===== src/shared/tsc_pkg.sv =====
// package for the timer slave/trigger controller
// assumes a single 100 MHz kernel clock; the filter clock arrives as a level whose rising edges are detected in the kernel domain
package tsc_pkg;

	// ----------------------------------------
	// register map
	// ----------------------------------------
	localparam logic [3:0] OFF_SLAVE_MODE_CONTROL = 4'h8;
	localparam logic [3:0] OFF_SLAVE_STATUS = 4'hC;
	localparam logic [31:0] SMC_RESET = 32'h00000000;
	localparam logic [31:0] SMC_WRITE_MASK = 32'h0031FFF7;

	// ----------------------------------------
	// field positions
	// ----------------------------------------
	localparam int POS_POL = 15;
	localparam int POS_ECE = 14;
	localparam int POS_PSC_HI = 13;
	localparam int POS_PSC_LO = 12;
	localparam int POS_FLT_HI = 11;
	localparam int POS_FLT_LO = 8;
	localparam int POS_MSM = 7;
	localparam int POS_TSL_HI = 6;
	localparam int POS_TSL_LO = 4;
	localparam int POS_TSU_HI = 21;
	localparam int POS_TSU_LO = 20;
	localparam int POS_SMS3 = 16;
	localparam int POS_SMSL_HI = 2;
	localparam int POS_SMSL_LO = 0;

	// ----------------------------------------
	// status bits
	// ----------------------------------------
	localparam int POS_TRIG_FLAG = 0;
	localparam int POS_RUN = 1;
	localparam int POS_FILT_OUT = 2;
	localparam int POS_TRIG_IN = 3;

	// ----------------------------------------
	// codes
	// ----------------------------------------
	localparam logic [4:0] TS_INTERNAL_TRIGGER_ZERO = 5'h00;
	localparam logic [4:0] TS_CH1_EDGE = 5'h04;
	localparam logic [4:0] TS_CH1_FILT = 5'h05;
	localparam logic [4:0] TS_CH2_FILT = 5'h06;
	localparam logic [4:0] TS_EXT_FILT = 5'h07;

	localparam logic [3:0] SM_OFF = 4'h0;
	localparam logic [3:0] SM_ENC1 = 4'h1;
	localparam logic [3:0] SM_ENC2 = 4'h2;
	localparam logic [3:0] SM_ENC3 = 4'h3;
	localparam logic [3:0] SM_RESET = 4'h4;
	localparam logic [3:0] SM_GATED = 4'h5;
	localparam logic [3:0] SM_TRIGGER = 4'h6;
	localparam logic [3:0] SM_EXTCLK1 = 4'h7;
	localparam logic [3:0] SM_COMBINED = 4'h8;

	localparam logic [3:0] FLT_NONE = 4'h0;
	localparam logic [3:0] FLT_KCLK_MAX = 4'h3;

	// ----------------------------------------
	// counter actions toward the counter core
	// ----------------------------------------
	typedef struct packed {
		logic countTick;
		logic countDown;
		logic counterReinit;
		logic updateEvent;
		logic counterStart;
	} tsc_cnt_ctrl_t;

endpackage


===== src/design/tsc_ext_filter.sv =====
// digital filter for the conditioned external trigger
// assumes sampleTick pulses at the chosen sampling rate, kernel domain
`timescale 1ns/1ps
`default_nettype none
module tsc_ext_filter
	import tsc_pkg::*;
#(
	parameter int CNT_W = 4
) (
	input wire logic clk,
	input wire logic rst_n,
	input wire logic sampleTick,
	input wire logic sigIn,
	input wire logic [CNT_W-1:0] needCount,
	output logic sigOut
);

	initial begin
		if (CNT_W < 4) $error("tsc_ext_filter: CNT_W must hold a count of 8");
	end

	logic [CNT_W-1:0] agree_reg;
	logic out_reg;

	// ----------------------------------------
	// event counter: N samples in a row at the new level
	// ----------------------------------------
	always_ff @(posedge clk) begin
		if (!rst_n) begin
			agree_reg <= '0;
			out_reg <= 1'b0;
		end else if (sampleTick) begin
			if (sigIn == out_reg) begin
				agree_reg <= '0;
			end else if (agree_reg + 1'b1 >= needCount) begin
				out_reg <= sigIn;
				agree_reg <= '0;
			end else begin
				agree_reg <= agree_reg + 1'b1;
			end
		end
	end

	assign sigOut = out_reg;

endmodule
`default_nettype wire


===== src/design/tsc_slave_ctrl.sv =====
// slave-mode and trigger-input controller of the advanced timer
// assumes an Avalon-MM master; counter core consumes cntCtrl and reports overflow-free
//
// Design decision made here: register access over Avalon-MM.
`timescale 1ns/1ps
`default_nettype none
module tsc_slave_ctrl
	import tsc_pkg::*;
#(
	parameter int DTS_DIV_MAX = 32,
	parameter int SYNC_DELAY = 1
) (
	input wire logic clk,
	input wire logic rst_n,
	input wire logic [3:0] avs_address,
	input wire logic avs_read,
	input wire logic avs_write,
	input wire logic [31:0] avs_writedata,
	input wire logic [3:0] avs_byteenable,
	output logic [31:0] avs_readdata,
	output logic avs_waitrequest,
	input wire logic ext_trigger_pin,
	input wire logic filter_sample_clock,
	input wire logic internal_trigger_zero,
	input wire logic ch1_edge_detect,
	input wire logic ch1_filtered_input,
	input wire logic ch2_filtered_input,
	input wire logic counter_run_sw,
	input wire logic counter_run_clear,
	output logic counter_run,
	output logic trigger_input,
	output logic filtered_ext_trigger,
	output logic [4:0] trigger_select,
	output tsc_cnt_ctrl_t cntCtrl
);

	initial begin
		if (DTS_DIV_MAX != 32) $error("tsc_slave_ctrl: DTS_DIV_MAX must be 32");
		if (SYNC_DELAY < 1 || SYNC_DELAY > 8) $error("tsc_slave_ctrl: SYNC_DELAY out of range");
	end

	// ----------------------------------------
	// register file
	// ----------------------------------------
	logic [31:0] smc_reg;
	logic trigFlag_reg;
	logic ackd_reg;
	logic [31:0] rdata_reg;
	logic busReq;
	logic hitSmc;
	logic hitStat;
	logic trigFlagSet;
	logic [31:0] beMask;
	logic busDone;

	assign busReq = (avs_read || avs_write) && !ackd_reg;
	assign avs_waitrequest = busReq;
	// second cycle of a held request: waitrequest low, transfer completes here
	assign busDone = (avs_read || avs_write) && ackd_reg;
	assign hitSmc = avs_address == OFF_SLAVE_MODE_CONTROL;
	assign hitStat = avs_address == OFF_SLAVE_STATUS;
	assign beMask = {{8{avs_byteenable[3]}}, {8{avs_byteenable[2]}},
		{8{avs_byteenable[1]}}, {8{avs_byteenable[0]}}};

	always_ff @(posedge clk) begin
		if (!rst_n) begin
			ackd_reg <= 1'b0;
		end else begin
			ackd_reg <= busReq;
		end
	end

	always_ff @(posedge clk) begin
		if (!rst_n) begin
			smc_reg <= SMC_RESET;
		end else if (busDone && avs_write && hitSmc) begin
			smc_reg <= (smc_reg & ~(beMask & SMC_WRITE_MASK)) | (avs_writedata & beMask & SMC_WRITE_MASK);
		end
	end

	logic [31:0] statusWord;
	always_comb begin
		statusWord = '0;
		statusWord[POS_TRIG_FLAG] = trigFlag_reg;
		statusWord[POS_RUN] = counter_run;
		statusWord[POS_FILT_OUT] = filtered_ext_trigger;
		statusWord[POS_TRIG_IN] = trigger_input;
	end

	always_ff @(posedge clk) begin
		if (!rst_n) begin
			rdata_reg <= '0;
		end else if (busReq && avs_read) begin
			rdata_reg <= hitSmc ? smc_reg : (hitStat ? statusWord : 32'h00000000);
		end
	end
	assign avs_readdata = rdata_reg;

	// ----------------------------------------
	// field decode
	// ----------------------------------------
	logic polInv;
	logic clkMode2;
	logic [1:0] pscSel;
	logic [3:0] fltSel;
	logic msmOn;
	logic [3:0] smSel;

	assign polInv = smc_reg[POS_POL];
	assign clkMode2 = smc_reg[POS_ECE];
	assign pscSel = smc_reg[POS_PSC_HI:POS_PSC_LO];
	assign fltSel = smc_reg[POS_FLT_HI:POS_FLT_LO];
	assign msmOn = smc_reg[POS_MSM];
	assign trigger_select = {smc_reg[POS_TSU_HI:POS_TSU_LO], smc_reg[POS_TSL_HI:POS_TSL_LO]};
	assign smSel = {smc_reg[POS_SMS3], smc_reg[POS_SMSL_HI:POS_SMSL_LO]};

	// ----------------------------------------
	// external trigger conditioning
	// ----------------------------------------
	logic polTrig;
	logic polTrig_reg;
	logic [2:0] psc_reg;
	logic prescaled_ext_trigger;

	assign polTrig = ext_trigger_pin ^ polInv;

	always_ff @(posedge clk) begin
		if (!rst_n) begin
			polTrig_reg <= 1'b0;
			psc_reg <= '0;
		end else begin
			polTrig_reg <= polTrig;
			if (polTrig && !polTrig_reg) begin
				psc_reg <= psc_reg + 3'h1;
			end
		end
	end

	always_comb begin
		unique case (pscSel)
			2'b00: prescaled_ext_trigger = polTrig;
			2'b01: prescaled_ext_trigger = psc_reg[0];
			2'b10: prescaled_ext_trigger = psc_reg[1];
			2'b11: prescaled_ext_trigger = psc_reg[2];
		endcase
	end

	// sampling rate and N per filter code
	logic [5:0] dtsDiv;
	logic [3:0] needN;
	logic [4:0] dtsCnt_reg;
	logic dtsPrev_reg;
	logic dtsTick;
	logic sampleTick;

	always_comb begin
		dtsDiv = 6'h01;
		needN = 4'h1;
		unique case (fltSel)
			4'h0: begin dtsDiv = 6'h01; needN = 4'h1; end
			4'h1: begin dtsDiv = 6'h01; needN = 4'h2; end
			4'h2: begin dtsDiv = 6'h01; needN = 4'h4; end
			4'h3: begin dtsDiv = 6'h01; needN = 4'h8; end
			4'h4: begin dtsDiv = 6'h02; needN = 4'h6; end
			4'h5: begin dtsDiv = 6'h02; needN = 4'h8; end
			4'h6: begin dtsDiv = 6'h04; needN = 4'h6; end
			4'h7: begin dtsDiv = 6'h04; needN = 4'h8; end
			4'h8: begin dtsDiv = 6'h08; needN = 4'h6; end
			4'h9: begin dtsDiv = 6'h08; needN = 4'h8; end
			4'hA: begin dtsDiv = 6'h10; needN = 4'h5; end
			4'hB: begin dtsDiv = 6'h10; needN = 4'h6; end
			4'hC: begin dtsDiv = 6'h10; needN = 4'h8; end
			4'hD: begin dtsDiv = 6'h20; needN = 4'h5; end
			4'hE: begin dtsDiv = 6'h20; needN = 4'h6; end
			4'hF: begin dtsDiv = 6'h20; needN = 4'h8; end
		endcase
	end

	// sample ticks: every kernel cycle for filter codes 1 to 3, else filter clock edges divided down
	assign dtsTick = filter_sample_clock && !dtsPrev_reg;
	always_ff @(posedge clk) begin
		if (!rst_n) begin
			dtsPrev_reg <= 1'b0;
			dtsCnt_reg <= '0;
		end else begin
			dtsPrev_reg <= filter_sample_clock;
			if (dtsTick) begin
				dtsCnt_reg <= ({1'b0, dtsCnt_reg} + 6'h01 >= dtsDiv) ? 5'h00 : dtsCnt_reg + 5'h01;
			end
		end
	end
	assign sampleTick = (fltSel != FLT_NONE && fltSel <= FLT_KCLK_MAX) ? 1'b1 :
		(dtsTick && ({1'b0, dtsCnt_reg} + 6'h01 >= dtsDiv));

	tsc_ext_filter #(
		.CNT_W(4)
	) u_filter (
		.clk(clk),
		.rst_n(rst_n),
		.sampleTick(sampleTick),
		.sigIn(prescaled_ext_trigger),
		.needCount(needN),
		.sigOut(filtered_ext_trigger)
	);

	// ----------------------------------------
	// trigger select and master/slave delay
	// ----------------------------------------
	logic trigRaw;
	logic [7:0] msmPipe_reg;
	logic trigPrev_reg;
	logic trigRise;
	logic trigFall;

	always_comb begin
		unique case (trigger_select)
			TS_INTERNAL_TRIGGER_ZERO: trigRaw = internal_trigger_zero;
			TS_CH1_EDGE: trigRaw = ch1_edge_detect;
			TS_CH1_FILT: trigRaw = ch1_filtered_input;
			TS_CH2_FILT: trigRaw = ch2_filtered_input;
			TS_EXT_FILT: trigRaw = filtered_ext_trigger;
			default: trigRaw = 1'b0;
		endcase
	end

	always_ff @(posedge clk) begin
		if (!rst_n) begin
			msmPipe_reg <= '0;
		end else begin
			msmPipe_reg <= {msmPipe_reg[6:0], trigRaw};
		end
	end
	assign trigger_input = msmOn ? msmPipe_reg[SYNC_DELAY-1] : trigRaw;

	always_ff @(posedge clk) begin
		if (!rst_n) begin
			trigPrev_reg <= 1'b0;
		end else begin
			trigPrev_reg <= trigger_input;
		end
	end
	assign trigRise = trigger_input && !trigPrev_reg;
	assign trigFall = !trigger_input && trigPrev_reg;

	// external clock mode 2 edge detector
	logic ext2Prev_reg;
	logic ext2Rise;
	always_ff @(posedge clk) begin
		if (!rst_n) begin
			ext2Prev_reg <= 1'b0;
		end else begin
			ext2Prev_reg <= filtered_ext_trigger;
		end
	end
	assign ext2Rise = filtered_ext_trigger && !ext2Prev_reg;

	// ----------------------------------------
	// encoder inputs
	// ----------------------------------------
	logic ch1Prev_reg;
	logic ch2Prev_reg;
	logic ch1Edge;
	logic ch2Edge;
	always_ff @(posedge clk) begin
		if (!rst_n) begin
			ch1Prev_reg <= 1'b0;
			ch2Prev_reg <= 1'b0;
		end else begin
			ch1Prev_reg <= ch1_filtered_input;
			ch2Prev_reg <= ch2_filtered_input;
		end
	end
	assign ch1Edge = ch1_filtered_input ^ ch1Prev_reg;
	assign ch2Edge = ch2_filtered_input ^ ch2Prev_reg;

	// ----------------------------------------
	// slave mode actions
	// ----------------------------------------
	logic run_reg;
	logic hwStart;
	logic gateOpen;
	logic gatePrev_reg;
	logic clkSrcTick;
	tsc_cnt_ctrl_t ctrl_next;
	tsc_cnt_ctrl_t ctrl_reg;

	assign hwStart = trigRise && (smSel == SM_TRIGGER || smSel == SM_COMBINED);
	always_ff @(posedge clk) begin
		if (!rst_n) begin
			run_reg <= 1'b0;
		end else if (hwStart) begin
			run_reg <= 1'b1;
		end else if (counter_run_clear) begin
			run_reg <= 1'b0;
		end else if (counter_run_sw) begin
			run_reg <= 1'b1;
		end
	end
	assign counter_run = run_reg;

	// base clock: mode 2 edges, else the internal clock
	assign clkSrcTick = clkMode2 ? ext2Rise : 1'b1;
	assign gateOpen = run_reg && trigger_input;

	always_comb begin
		ctrl_next = '0;
		unique case (smSel)
			SM_ENC1: begin
				ctrl_next.countTick = run_reg && ch1Edge;
				ctrl_next.countDown = ch1_filtered_input == ch2_filtered_input;
			end
			SM_ENC2: begin
				ctrl_next.countTick = run_reg && ch2Edge;
				ctrl_next.countDown = ch1_filtered_input != ch2_filtered_input;
			end
			SM_ENC3: begin
				ctrl_next.countTick = run_reg && (ch1Edge || ch2Edge);
				ctrl_next.countDown = ch1Edge ? (ch1_filtered_input == ch2_filtered_input) :
					(ch1_filtered_input != ch2_filtered_input);
			end
			SM_RESET: begin
				ctrl_next.countTick = run_reg && clkSrcTick;
				ctrl_next.counterReinit = trigRise;
				ctrl_next.updateEvent = trigRise;
			end
			SM_GATED: begin
				ctrl_next.countTick = gateOpen && clkSrcTick;
			end
			SM_TRIGGER: begin
				ctrl_next.countTick = run_reg && clkSrcTick;
				ctrl_next.counterStart = trigRise;
			end
			SM_EXTCLK1: begin
				ctrl_next.countTick = run_reg && trigRise;
			end
			SM_COMBINED: begin
				ctrl_next.countTick = run_reg && clkSrcTick;
				ctrl_next.counterReinit = trigRise;
				ctrl_next.updateEvent = trigRise;
				ctrl_next.counterStart = trigRise;
			end
			default: begin
				ctrl_next.countTick = run_reg && clkSrcTick;
			end
		endcase
	end

	always_ff @(posedge clk) begin
		if (!rst_n) begin
			ctrl_reg <= '0;
		end else begin
			ctrl_reg <= ctrl_next;
		end
	end
	assign cntCtrl = ctrl_reg;

	// ----------------------------------------
	// trigger flag, set wins over clear
	// ----------------------------------------
	always_ff @(posedge clk) begin
		if (!rst_n) begin
			gatePrev_reg <= 1'b0;
		end else begin
			gatePrev_reg <= gateOpen;
		end
	end

	always_comb begin
		if (smSel == SM_OFF || smSel > SM_COMBINED) begin
			trigFlagSet = 1'b0;
		end else if (smSel == SM_GATED) begin
			trigFlagSet = gateOpen != gatePrev_reg;
		end else begin
			trigFlagSet = trigRise;
		end
	end

	always_ff @(posedge clk) begin
		if (!rst_n) begin
			trigFlag_reg <= 1'b0;
		end else if (trigFlagSet) begin
			trigFlag_reg <= 1'b1;
		end else if (busDone && avs_write && hitStat && avs_byteenable[0] && !avs_writedata[POS_TRIG_FLAG]) begin
			trigFlag_reg <= 1'b0;
		end
	end

	// unused for now: trigFall kept for gated-stop observation
	logic unusedFall;
	assign unusedFall = trigFall;

endmodule
`default_nettype wire


===== config.mk =====
export PLATFORM = sky130hd
export DESIGN_NAME = tsc_slave_ctrl
export DESIGN_NICKNAME = d
export VERILOG_FILES = /design/src/shared/tsc_pkg.sv /design/src/design/tsc_ext_filter.sv /design/src/design/tsc_slave_ctrl.sv
export SDC_FILE = /design/constraint.sdc
export NUM_CORES = 1
export LEC_CHECK = 0
export BUFFER_PORTS_ARGS = -buffer_cell sky130_fd_sc_hd__buf_2
export CAP_MARGIN = 15
export CORE_AREA = 2 2 85 87
export CTS_BUF_LIST = sky130_fd_sc_hd__clkbuf_4 sky130_fd_sc_hd__clkbuf_8 sky130_fd_sc_hd__clkbuf_16
export CTS_CLUSTER_SIZE = 40
export DETAILED_ROUTE_END_ITERATION = 16
export DIE_AREA = 0 0 87 89
export GPL_TIMING_DRIVEN = 1
export PLACE_DENSITY = 0.9
export SLEW_MARGIN = 25
export SYNTH_ARGS = -nofsm -noshare
export SYNTH_HDL_FRONTEND = slang
export SYNTH_SLANG_ARGS = --single-unit

===== constraint.sdc =====
create_clock -name clk -period 5.49 [get_ports clk]
set_clock_uncertainty 0.05 [all_clocks]
set_input_delay 0.8235 -clock clk [delete_from_list [all_inputs] [get_ports clk]]
set_output_delay 0.8235 -clock clk [all_outputs]
set_load 0.005 [all_outputs]

==> flow_summary.yaml <==
cts:
  cts-root-buf: "clkbuf_8"
  post_cts_resized: 0
  numClockSinks: 75
  max-clock-path-buffers: 2
  htree_num_levels: 3
  numCtsBuffers: 9
  clock_slew_at_reported_path_ffs_ns: 0.07
  postCtsHoldBufs: 0
  clkLatencyLatePin_ns: 0.36
  cts_tree: "built"
  postCtsSetupBuffers: 0
routing:
  drc: 0
  detailedRoute.firstIterationViolations: 293
  drt-pass1-iter-count: 5
  antenna_violating_nets_post_route: 0
  wl_per_cell_um: 15.06
  vias: 3300
  viasPerCell: 5.769
  wirelength_um: 8614
yosys:
  dominant_combinational_cell_family_by_area_after_synthesis: "simple AND/OR/NAND/NOR gates"
  async_flop_share: 0
  netlist_instances: 433
  synth-main-ff-cell: "dfxtp_1"
  synth.yosys.seq_area_share: 0.4007
  synth_compound_area_frac: 0.1643
  synthAdderAreaFrac: 0.06344
  netlist-cell-type-count: 56
  muxShareOfSynthArea: 0.04975
  syn_area_per_cell_um2: 8.654
  synth_simple_gate_area_frac: 0.2073
  post-synth-top-area-fraction: 0.4007
  number_of_flops_mapped_to_enable_cells_by_yosys: 0
  yosys.area_share.xor_xnor: 0.03038
  synth.yosys.warnings: 0
  library_cell_occupying_the_most_area_in_the_post_synthesis_netlist: "dfxtp_1"
  synth.ff_latch_count: 75
  netlist_area_um2: 3747
  synthTopCellsByArea: "dfxtp_1 40%, ha_1 6.3%, nor2_1 4.6%, a21oi_1 4.0%, buf_4 3.8%"
final_layout:
  fin_util: 0.6270
  antenna_cells_inserted: 0
  fillerInstances: 557
  layout.cells.most_common: "dfxtp_1"
  nNetsFinal: 558
  final_cell_mix: "75 x dfxtp_1, 69 x buf_2, 46 x nor2_1, 34 x nand2_1, 30 x a21oi_1"
  area.growth.synth_to_final_pct: 12.42
  drive_above_1_share: 0.1951
setup_path:
  timing.critical_path.slowest_cell_delay_ns: 0.63
  critPathTopFamily: "simple AND/OR/NAND/NOR gates"
  buffering_stage_count_on_the_worst_path_with_inverters_included: 2
  setup.worst_path.class: "in2reg"
  critPathLaunchType: "input pin"
  worst-endpoint-arrival_ns: 3.22
  critical_path_s_slowest_cell: "nor4b_1"
  critical_path.cell_chain: "buf_2 > nor4b_1 > nand3_1 > a21oi_1 > inv_1 > ha_1 > mux2_1 > mux2_4"
  critPathRequiredTime_ns: 5.68
  endpoint_kind: "flip-flop"
  worst-path-max-fanout: 6
power_and_ir_drop:
  max-vdd-ir-drop_v: 0.0001803
  cellPowerDensity_nw_per_um2: 249.1
  leakage_uw: 0.001818
floorplan:
  floorplan.die.height_um: 89
  boundaryPins: 98
  dieWidth_um: 87
  dieArea_um2: 7743
  fp-row-count: 30
  initial_utilization: 0.5577
  core_area_um2: 6719
job:
  drv.max_cap_violation_count: 0
timing:
  post-route-min-period_ns: 3.030
  finalHoldViolations: 0
  fin_worst_hold_slack_ns: 0.4463
  slew_viol_final: 0
  post-route-period-util: 0.5519
  fmax_mhz: 330.1
  timing.slew.headroom: 0.3637
  worst_pin_slew_ns: 0.9544
  fin_setup_tns_ns: 0
  rsz0062_at_grt: "false"
  finalSetupViolCount: 0
place:
  place_hpwl_um: 6222
  gp_congestion: 0.8678
  portBuffers: 69
hold_path:
  timing.hold.worst.class: "reg2reg"
status:
  status: "complete, no violations"
global_routing:
  global_route.overflow_total: 0
  grt_start_max_net_pins: 54
  vias_in_the_first_global_route: 3027
  grt_antenna_before_repair: 0
  grtUsageTotal: 0.2283
  wire_length_of_the_first_global_routing_pass_um: 13850
-- routing by layer --
metal | part of all wire | vias up | wire length [um] | track usage
met3 | 0.062 | 21 | 532 | 0.04247
li1 | - | 1601 | - | -
met4 | 0.023 | 0 | 200 | 0.1122
met2 | 0.48 | 137 | 4125 | 0.3761
met5 | 0 | - | 0 | 0
met1 | 0.44 | 1541 | 3755 | 0.2887
-- power breakdown --
| group | internal (uW) | total, uW | switching, uW |
|---|---|---|---|
| Clock | 216 | 426 | 210 |
| Combinational | 25.4 | 67.6 | 42.2 |
| Sequential | 550 | 556 | 5.79 |
| Total | 791 | 1050 | 258 |
-- final timing paths --
path                        from                    end  slack (ns)  cells past startpoint
setup / recovery  avs_address[1]               needN[3]        2.46                      8
hold / removal     dtsCnt_reg[1]          dtsCnt_reg[1]        0.45                      2
setup reg to reg   dtsCnt_reg[0]  u_filter.agree_reg[2]        2.87                      9
hold reg to reg    dtsCnt_reg[1]          dtsCnt_reg[1]        0.45                      2
-- cell families after synthesis --
| group | after synthesis |
|---|---|
| and+or+nand+nor | 155 |
| muxes | 15 |
| DFF | 75 |
| other | 1 |
| xor gates and xnor gates | 13 |
| buffers and inverters | 61 |
| adders and majority gates | 19 |
| AOI/OAI and AO/OA | 94 |
-- stage by stage --
stage	setup WS [ns]	total power [uW]	instance area, um^2	std cells
global route	2.322	1088	4213	572
finish	2.460	1049	4213	572
detailed placement	2.125	635.5	4016	556
global placement	2.202	633.2	4016	556
floorplan	2.638	614.7	3792	445
CTS	2.476	1049	4213	572
-- worst reg2reg max path, cell delays in order, from the launching register on --
cell and delay (ns):
dfxtp_1 0.42, ha_1 0.28, nand3_1 0.16, xnor2_1 0.19, ha_1 0.25, o21ai_0 0.07, nor2_1 0.07, a2111o_1 0.51
and2_1 0.24, a311o_1 0.28
-- cells in the mapped netlist (8+ instances only) --
| master | count |
|---|---|
| a21oi_1 | 30 |
| a22oi_1 | 15 |
| buf_4 | 19 |
| clkbuf_1 | 15 |
| dfxtp_1 | 75 |
| ha_1 | 19 |
| inv_1 | 20 |
| mux2i_1 | 10 |
| nand2_1 | 34 |
| nand2b_1 | 8 |
| nand3_1 | 21 |
| nor2_1 | 46 |
| nor3_1 | 9 |
| o21ai_0 | 18 |
-- cell type report --
type,instances,area [um^2],area share
Multi-Input combinational cell,309,1979,0.4699
Sequential cell,75,1501,0.3564
Timing Repair Buffer,70,352.8,0.08375
Clock buffer,10,131.4,0.03119
Tap cell,80,100.1,0.02376
Inverter,22,82.58,0.01960
Clock inverter,6,65.06,0.01544
No activity file was read; power rests on OpenSTA's default activity.
